**src/inc/spimc_pkg.sv**
```systemverilog
// constants and carrier types for the serial master host-side controller
package spimc_pkg;

	// ----------------------------------------------------------------
	// device register map, as seen by this controller
	// ----------------------------------------------------------------
	localparam logic [7:0] SPIMC_A_CTRL = 8'h00;	// control: bit order, auto refill
	localparam logic [7:0] SPIMC_A_CLK  = 8'h04;	// clock control: edges, polarity, source
	localparam logic [7:0] SPIMC_A_STAT = 8'h08;	// status flags (polled via irq lines)
	localparam logic [7:0] SPIMC_A_TXD  = 8'h0C;	// transmit holding register
	localparam logic [7:0] SPIMC_A_RXD  = 8'h10;	// receive holding register

	// ----------------------------------------------------------------
	// field positions
	// ----------------------------------------------------------------
	localparam int SPIMC_CTRL_LOW_BIT_FIRST_SELECT = 0;	// low_bit_first_select
	localparam int SPIMC_CTRL_AUTO = 1;	// dma_read_autorefill
	localparam int SPIMC_CLK_TXE   = 0;	// transmit_edge_select
	localparam int SPIMC_CLK_RXE   = 1;	// receive_edge_select
	localparam int SPIMC_CLK_POL   = 2;	// clock_polarity_select
	localparam int SPIMC_CLK_SRC   = 3;	// reference select, 48 MHz or 2 MHz

	// ----------------------------------------------------------------
	// reset values and timing
	// ----------------------------------------------------------------
	localparam logic [7:0] SPIMC_REG_RST = 8'h00;	// reserved bits written as zero
	localparam logic [1:0] SPIMC_SETTLE  = 2'h3;	// cycles for flags to pass the synchroniser

	// per-command serial configuration
	typedef struct packed {
		logic	lsb_first;	// shift low bit first
		logic	tx_edge;	// edge that drives out bits
		logic	rx_edge;	// edge that samples in bits
		logic	pol;		// serial clock polarity
		logic	clk_src;	// reference clock select
	} spimc_cfg_t;

	// one user order
	typedef struct packed {
		logic		auto_rd;	// auto-refill receive burst
		logic [7:0]	count;		// bytes in an auto burst
		logic [7:0]	data;		// byte to send, or dummy byte
		spimc_cfg_t	cfg;		// link settings for this order
	} spimc_cmd_t;

	// register access strobe toward the device
	typedef struct packed {
		logic		wr;	// one-cycle write strobe
		logic		rd;	// one-cycle read strobe
		logic [7:0]	addr;	// register offset
		logic [7:0]	wdata;	// write data
	} spimc_bus_t;

endpackage

```
**src/verilog/spimc_ctrl.sv**
```systemverilog
// host-side controller that drives the serial master through its registers
// Summary of operation
// - transfer starts only by transmit register write; in an autorefill burst the receive register read also starts the next byte
// - write transmit only when tx_buffer_empty set
// - read receive first, write, poll rx_buffer_full
// - every byte lands in receive register
// - half duplex still needs dummy byte
// - receive_edge_select must suit the slave
// - each tx_buffer_empty fetches one more byte
// - set autorefill, then write one dummy
// - only one DMA direction at once
// - long transfers are chained byte cycles
module spimc_ctrl (
	input  wire logic		ref_clk_i,	// 10 MHz controller clock
	input  wire logic		sys_rst_i,	// synchronous, active high
	input  wire logic		cmd_valid_i,	// user order offered
	input  wire spimc_pkg::spimc_cmd_t	cmd_i,		// user order
	output logic			cmd_ready_o,	// controller idle, order taken
	output logic			rsp_valid_o,	// one-cycle received byte pulse
	output logic [7:0]		rsp_data_o,	// received byte
	output spimc_pkg::spimc_bus_t	dev_bus_o,	// register strobes to device
	input  wire logic [7:0]		dev_rdata_i,	// read data, cycle after strobe
	input  wire logic		tx_empty_irq_i,	// tx_empty_irq_source line
	input  wire logic		rx_full_irq_i	// rx_full_irq_source line
);
	import spimc_pkg::*;

	// ----------------------------------------------------------------
	// declarations
	// ----------------------------------------------------------------
	typedef enum logic [3:0] {
		ST_IDLE, ST_CTRL0, ST_CLKW, ST_CLR, ST_CTRL1, ST_WAIT_TE,
		ST_WAIT_RF, ST_AOFF, ST_RDX, ST_RXWT, ST_RXCAP
	} spimc_state_t;

	spimc_state_t	state;		// sequencer state
	spimc_cmd_t	cur;		// order being served
	logic [7:0]	left;		// bytes still due in a burst
	logic [1:0]	settle;		// flag settling countdown
	logic		te_m;		// tx empty, first stage
	logic		te_s;		// tx empty, synchronised
	logic		rf_m;		// rx full, first stage
	logic		rf_s;		// rx full, synchronised
	logic		quiet;		// no strobe out and flags settled
	logic		rx_cleared;	// receive read since last transmit write
	logic		cfg_sent;	// clock settings written for this order
	logic		tx_pending;	// byte in flight, answer not yet given

	// flags only count once any strobe's effect has crossed the synchroniser
	assign quiet = (settle == 2'h0) && !dev_bus_o.wr && !dev_bus_o.rd;

	// control register image
	function automatic logic [7:0] ctrl_byte(input spimc_cfg_t c, input logic au);
		logic [7:0] v;
		v = SPIMC_REG_RST;
		v[SPIMC_CTRL_LOW_BIT_FIRST_SELECT] = c.lsb_first;
		v[SPIMC_CTRL_AUTO] = au;
		return v;
	endfunction

	// clock control register image
	function automatic logic [7:0] clk_byte(input spimc_cfg_t c);
		logic [7:0] v;
		v = SPIMC_REG_RST;
		v[SPIMC_CLK_TXE] = c.tx_edge;
		v[SPIMC_CLK_RXE] = c.rx_edge;
		v[SPIMC_CLK_POL] = c.pol;
		v[SPIMC_CLK_SRC] = c.clk_src;
		return v;
	endfunction

	// ----------------------------------------------------------------
	// flag synchronisers
	// ----------------------------------------------------------------
	// the flags come from another party, two stages before any use
	always_ff @(posedge ref_clk_i)
	begin
		if (sys_rst_i)
		begin
			te_m <= 1'b0;
			te_s <= 1'b0;
			rf_m <= 1'b0;
			rf_s <= 1'b0;
		end
		else
		begin
			te_m <= tx_empty_irq_i;
			te_s <= te_m;
			rf_m <= rx_full_irq_i;
			rf_s <= rf_m;
		end
	end

	// ----------------------------------------------------------------
	// settle counter
	// ----------------------------------------------------------------
	// reloads on every strobe so a stale flag is never trusted
	always_ff @(posedge ref_clk_i)
	begin
		if (sys_rst_i)
			settle <= 2'h0;
		else if (dev_bus_o.wr || dev_bus_o.rd)
			settle <= SPIMC_SETTLE;
		else if (settle != 2'h0)
			settle <= settle - 2'h1;
	end

	// ----------------------------------------------------------------
	// sequencer
	// ----------------------------------------------------------------
	always_ff @(posedge ref_clk_i)
	begin
		if (sys_rst_i)
		begin
			state       <= ST_IDLE;
			dev_bus_o   <= '0;
			cmd_ready_o <= 1'b0;
			cur         <= '0;
			left        <= 8'h00;
		end
		else
		begin
			// strobes are single-cycle pulses
			dev_bus_o.wr <= 1'b0;
			dev_bus_o.rd <= 1'b0;
			case (state)
				ST_IDLE:
				begin
					cmd_ready_o <= 1'b1;
					if (cmd_valid_i && cmd_ready_o)
					begin
						cur         <= cmd_i;
						left        <= cmd_i.count;
						cmd_ready_o <= 1'b0;
						state       <= ST_CTRL0;
					end
				end
				// autorefill off first, so the clearing read cannot reload
				ST_CTRL0:
				begin
					dev_bus_o.wr    <= 1'b1;
					dev_bus_o.addr  <= SPIMC_A_CTRL;
					dev_bus_o.wdata <= ctrl_byte(cur.cfg, 1'b0);
					state           <= ST_CLKW;
				end
				ST_CLKW:
				begin
					dev_bus_o.wr    <= 1'b1;
					dev_bus_o.addr  <= SPIMC_A_CLK;
					dev_bus_o.wdata <= clk_byte(cur.cfg);
					state           <= ST_CLR;
				end
				// stale byte dropped so the flag means this byte
				ST_CLR:
				begin
					dev_bus_o.rd   <= 1'b1;
					dev_bus_o.addr <= SPIMC_A_RXD;
					// receive burst or plain byte, never both
					state <= cur.auto_rd ? ST_CTRL1 : ST_WAIT_TE;
				end
				ST_CTRL1:
				begin
					dev_bus_o.wr    <= 1'b1;
					dev_bus_o.addr  <= SPIMC_A_CTRL;
					dev_bus_o.wdata <= ctrl_byte(cur.cfg, 1'b1);
					state           <= ST_WAIT_TE;
				end
				// holding register must be free before the write
				ST_WAIT_TE:
				begin
					if (quiet && te_s)
					begin
						dev_bus_o.wr    <= 1'b1;
						dev_bus_o.addr  <= SPIMC_A_TXD;
						dev_bus_o.wdata <= cur.data;
						state           <= ST_WAIT_RF;
					end
				end
				// poll the full flag for the byte just clocked
				ST_WAIT_RF:
				begin
					if (quiet && rf_s)
					begin
						if (cur.auto_rd && (left <= 8'h01))
							state <= ST_AOFF;
						else
							state <= ST_RDX;
					end
				end
				// last burst byte: stop refill so no extra byte is clocked
				ST_AOFF:
				begin
					dev_bus_o.wr    <= 1'b1;
					dev_bus_o.addr  <= SPIMC_A_CTRL;
					dev_bus_o.wdata <= ctrl_byte(cur.cfg, 1'b0);
					state           <= ST_RDX;
				end
				ST_RDX:
				begin
					dev_bus_o.rd   <= 1'b1;
					dev_bus_o.addr <= SPIMC_A_RXD;
					state          <= ST_RXWT;
				end
				// device returns data one cycle after the strobe
				ST_RXWT:
					state <= ST_RXCAP;
				// in a burst the read itself reloads the dummy byte
				ST_RXCAP:
				begin
					if (cur.auto_rd && (left > 8'h01))
					begin
						left  <= left - 8'h01;
						state <= ST_WAIT_RF;
					end
					else
						state <= ST_IDLE;
				end
				default:
					state <= ST_IDLE;
			endcase
		end
	end

	// ----------------------------------------------------------------
	// answer toward the user
	// ----------------------------------------------------------------
	// every byte is handed on; unwanted ones are the user's to drop
	always_ff @(posedge ref_clk_i)
	begin
		if (sys_rst_i)
		begin
			rsp_valid_o <= 1'b0;
			rsp_data_o  <= 8'h00;
		end
		else
		begin
			rsp_valid_o <= (state == ST_RXCAP);
			if (state == ST_RXCAP)
				rsp_data_o <= dev_rdata_i;
		end
	end

	// ----------------------------------------------------------------
	// bookkeeping read only by the checks below
	// ----------------------------------------------------------------
	always_ff @(posedge ref_clk_i)
	begin
		if (sys_rst_i)
		begin
			rx_cleared <= 1'b0;
			cfg_sent   <= 1'b0;
			tx_pending <= 1'b0;
		end
		else
		begin
			if (dev_bus_o.rd && dev_bus_o.addr == SPIMC_A_RXD)
				rx_cleared <= 1'b1;
			else if (dev_bus_o.wr && dev_bus_o.addr == SPIMC_A_TXD)
				rx_cleared <= 1'b0;
			if (cmd_valid_i && cmd_ready_o)
				cfg_sent <= 1'b0;
			else if (dev_bus_o.wr && dev_bus_o.addr == SPIMC_A_CLK)
				cfg_sent <= 1'b1;
			if (dev_bus_o.wr && dev_bus_o.addr == SPIMC_A_TXD)
				tx_pending <= 1'b1;
			else if (state == ST_RXCAP)
				tx_pending <= 1'b0;
		end
	end
endmodule

```
**config.mk**
```make
export PLATFORM = sky130hd
export DESIGN_NAME = spimc_ctrl
export DESIGN_NICKNAME = d
export VERILOG_FILES = /design/src/inc/spimc_pkg.sv /design/src/verilog/spimc_ctrl.sv
export SDC_FILE = /design/constraint.sdc
export NUM_CORES = 1
export LEC_CHECK = 0
export BUFFER_PORTS_ARGS = -buffer_cell sky130_fd_sc_hd__buf_2
export CORE_MARGIN = 3
export CORE_UTILIZATION = 54
export DETAILED_ROUTE_END_ITERATION = 8
export PLACE_DENSITY = 0.8
export SYNTH_ARGS = -nofsm -noshare
export SYNTH_HDL_FRONTEND = slang
export SYNTH_SLANG_ARGS = --single-unit
```
**constraint.sdc**
```tcl
create_clock -name ref_clk_i -period 2.1 [get_ports ref_clk_i]
set_input_delay 0.63 -clock ref_clk_i [delete_from_list [all_inputs] [get_ports ref_clk_i]]
set_output_delay 0.63 -clock ref_clk_i [all_outputs]
set_load 0.01 [all_outputs]
```
# Word-level counts from Yosys, hierarchy flattened
# Index checks and enable logic that the tools add are counted.
# totals
input_bits	35
word_cells	84
ff_bits	60
# op_classes
n_lt_le_gt_ge	2
mux	19
n_reduce_logical	26
n_addsub	2
n_eq_ne	14
# op_table
operator	count
$pmux 8 s4	2
$pmux 4 s11	1
$eq 4x3->1 const B	4
$mux 16	1
$mux 4	4
$mux 8	2
$pmux 8 s2	1
$eq 4x4->1 const B	3
$eq 4x2->1 const B	2
$gt 8x1->1 const B	1
$le 8x1->1 const B	1
$ne 2x2->1 const B	4
$reduce_bool 4->1	2
$sub 8x1->8 const B	1
$logic_and 1x1->1	7
$reduce_and 2->1	3
$reduce_and 3->1	2
$reduce_bool 2->1	3
$eq 4x1->1 const B	1
$logic_not 4->1	1
$mux 1	4
$mux 2	2
$reduce_or 2->1	2
$reduce_or 4->1	1
7 further kinds	8

# Depth between registers and ports, before layout
# depth
ltp_word	6
ltp_mapped	7
depth_no_buf	6

# Worst setup path before layout
# No wires, ideal clock.
# synth_path
path_kind	register -> register
start	reg settle[0]
end	reg dev_bus_o[4] (netlist name)
path_stages_with_launch	8
arrival_time_ns	1.623
slack_ns	0.361
required_time_ns	1.983
cell_sequence	dfxtp_1 > inv_1 > ha_1 > nand4bb_1 > buf_2 > a2111oi_4 > nor3_2 > a22o_1
# synth_via
elab_chain_cells	6
# synth_lines
item	line_no	text
start: declaration	spimc_ctrl.sv:39	logic [1:0] settle;
start signal: assignment	spimc_ctrl.sv:105	settle <= settle - 2'h1;
$logic_not 2->1	spimc_ctrl.sv:50	assign quiet = (settle == 2'h0) && !dev_bus_o.wr && !dev_bus_o.rd;
$logic_and 1x1->1 (2 in a row)	spimc_ctrl.sv:50	
$logic_and 1x1->1	spimc_ctrl.sv:171	if (quiet && te_s)
$ne 2x2->1 (no line)	--	
$reduce_and 2->1 (no line)	--	
end: declaration	spimc_ctrl.sv:21	output spimc_pkg::spimc_bus_t dev_bus_o,
# Every way passes these cells.
# A chain may end at the register's enable or synchronous reset.

# Worst setup path after layout
# layout_path
start	reg left[0]
end	reg left[3]
# layout_via
elab_chain_cells	4
# layout_lines
item	line_no	text
start: declaration	spimc_ctrl.sv:38	logic [7:0] left;
start signal: assignment	spimc_ctrl.sv:133	left <= cmd_i.count;
start signal: assignment	spimc_ctrl.sv:212	left <= left - 8'h01;
$gt 8x1->1	spimc_ctrl.sv:210	if (cur.auto_rd && (left > 8'h01))
$logic_and 1x1->1	spimc_ctrl.sv:210	
$ne 2x2->1 (no line)	--	
$reduce_and 3->1 (no line)	--	
# Several ways; a longest one is shown, not always the timed one. The select of a mux whose other input is x is not followed.

==> flow_summary.ini <==
[route]
drc = 0
first_pass_iters = 4
ant_nets = 0
vias = 2533
drt_iter0_drc = 179
wl_per_cell_um = 13.7
via_per_inst = 5.69
drt_wl_total_um = 6090

[timing]
setup_ws_ps = 218
rsz0062_at_grt = no
maxSlewViolCount = 0
fin_crit_ps = 1880
setup_viol = 0
hold_viol_final = 0
tns_ps = 0
finalClockSkew_ps = 9.02
finalCritPeriodShare_pct = 89.6
timing.fmax_mhz = 531

[job]
maxCapViolations = 0

[synth]
synth-adder-area-share_pct = 1.37
synth-simple-area-share_pct = 24.2
yosysSeqAreaShare_pct = 40.2
synth_cell_types = 61
synthXorXnorAreaFrac_pct = 0.640
synth_mux_area_share_pct = 1.51
async_reset_ff_share_pct = 0
synth_ff_type = dfxtp_1
synth-seq-cells = 55
synth_top_family_by_area = compound AO/OA/AOI/OAI gates
synth_compound_area_share_pct = 25.3
synth_edf_count = 0
synthesis.area_mm2 = 0.00274
ys.warnings.count = 0
syn_area_per_cell_um2 = 8.52
synth_cells = 321

[worst_setup_path]
end_kind = register
max_stage_delay_ps = 460
crit_type = reg -> reg
critPathRequiredTime_ps = 2320
worstPathCellList = inv_1 -> ha_1 -> nor2_1 -> o311ai_4 -> and2_1 -> o32ai_1
worstPathArrival_ps = 2100
crit_slowest_cell = dfxtp_1
startpoint_type = register
cp_max_fo = 7

[global_route]
overflow = 0
grt_usage_pct = 20.6
antenna_found_initial = 0
first_global_vias = 2295
grt_max_degree = 27
grt_pass1_wl_um = 10100

[clock_tree]
cts_buffers = 5
clockBufferDepth = 2
htree_levels = 2
cts_tree = done
clk_latency_ps = 310
clock_sinks = 55
cts_root_buf = clkbuf_8
clk_pin_slew_ps = 90

[floorplan]
dieArea_mm2 = 0.00596
io_pins = 63
fp.dieH_um = 77.2
rows = 25
core-area_mm2 = 0.00482
die_w_um = 77.2
start_util_pct = 56.8

[power]
switching_share_pct = 34.4
p_per_area_mw_per_mm2 = 973
power_frac_clock_pct = 22.5
ir_drop_mv = 0.549
leakagePower_nw = 1.29
comb_power_share_pct = 34.6
p_sw_mw = 1.07
power_frac_seq_pct = 42.9
p_int_mw = 2.04

[layout]
drive_gt1_share_pct = 26.7
final_common_cell = nand2_1
num_antenna_cells = 0
fin_cells = 445
mostFrequentLayoutCells = nand2_1 (59), buf_2 (57), dfxtp_1 (54), a21oi_1 (44)
area_delta_synth_final_pct = 17.0
nNetsFinal = 415

[placement]
io_buffers = 57
dp_hpwl_um = 4560
dpl_worst_slack_ps = 189
dp_cells = 437
gp_congestion = 0.879

[worst_hold_path]
hp-class = reg -> reg

[outcome]
status = complete, no violations
[final timing paths]
| check | start | end | slack (ps) | cells past startpoint |
|---|---|---|---|---|
| worst max register to register | left[0] | left[3] | 220 | 6 |
| worst min register to register | te_m | te_s | 440 | 1 |
| worst max-delay path | left[0] | left[3] | 220 | 6 |
| worst min-delay path | te_m | te_s | 440 | 1 |
[worst max-delay path: cells and delay by family (launching register included)]
kind / cells / cell delay (ps)
AOI/OAI and AO/OA: 2 / 470
adders and majority gates: 1 / 210
buffers and inverters: 1 / 70
DFF: 1 / 460
and+or+nand+nor: 2 / 590
[through the flow]
step | total power [mW] | area, um^2 | hold WS (ps) | util (%)
global route | 3.30 | 3200 | 458 | 66.5
CTS | 3.13 | 3200 | 448 | 66.4
detailed placement | 2.43 | 3090 | 426 | 64.1
floorplan | 2.15 | 2750 | 414 | -
global placement | 2.39 | 3090 | 427 | 64.1
finish | 3.11 | 3200 | 442 | 66.5
[metal layers]
metal	vias to the layer above	GRT usage (%)	share of wire, %	wire length (um)
met5	-	0	0	0
met4	0	6.41	1.7	104
met3	14	4.81	6.1	373
met2	77	36.1	49	2950
met1	1192	24.7	44	2660
li1	1250	-	-	-
[kinds of logic (layout without fill, tap and decap cells)]
kind of cell / count (synthesis) / in the layout
AOI/OAI and AO/OA: 95 / 95
buffers and inverters: 37 / 90
xor gates and xnor gates: 2 / 2
adders and majority gates: 3 / 3
and+or+nand+nor: 124 / 124
other: 1 / 5
DFF: 55 / 55
muxes: 4 / 4
[Yosys cell counts, types with 3 or more instances]
cell type  count  area share [%]
nand4_1        5             1.1
and2_1         3            0.69
buf_4          6             1.6
o21ai_0        6             1.1
buf_2         10             1.8
nand2_1       59             8.1
mux2i_1        3             1.1
ha_1           3             1.4
inv_1          9             1.2
dfxtp_1       55              40
a2bb2oi_1      3            0.96
a21oi_1       44             8.0
buf_1          3            0.41
nor3_1         9             1.6
clkbuf_1       7            0.96
a211oi_1       3            0.82
o211ai_1       4             1.1
a31oi_1        5             1.1
and3_1         3            0.69
a22o_1         4             1.3
nor2_1        15             2.1
nand4bb_1      4             1.6
nor2b_1        7             1.6
[layout make-up]
| cell class | instances | area [um^2] |
|---|---|---|
| sequential | 55 | 1100 |
| multi-input combinational | 233 | 1470 |
| tap | 67 | 83.8 |
| clock inverter | 2 | 38.8 |
| fill | 444 | 1620 |
| timing repair buffer | 72 | 398 |
| clock buffer | 6 | 72.6 |
| inverter | 10 | 37.5 |
[state kept, by name, indices dropped and copies added (netlist names)]
register / flops
te_s: 1
state: 4
te_m: 1
rsp_valid_o: 1
cmd_ready_o: 1
rf_m: 1
cur: 14
rsp_data_o: 8
rf_s: 1
settle: 2
left: 8
dev_bus_o: 13
[timing repair]
item	in CTS	in global routing
hold buffers	0	0
buffers inserted	0	0
resized for setup	0	1
hold endpoints to repair	0	0
endpoints found under the setup margin	0	1
[power groups by stage]
stage	Combinational, mW	Sequential, mW	Clock, mW
2_1_floorplan	0.815	1.34	0
3_3_place_gp	1.04	1.35	0
3_5_place_dp	1.07	1.36	0
4_1_cts	1.08	1.34	0.720
5_1_grt	1.19	1.36	0.751
6_report	1.08	1.34	0.699
No activity file was read; power rests on OpenSTA's default activity.
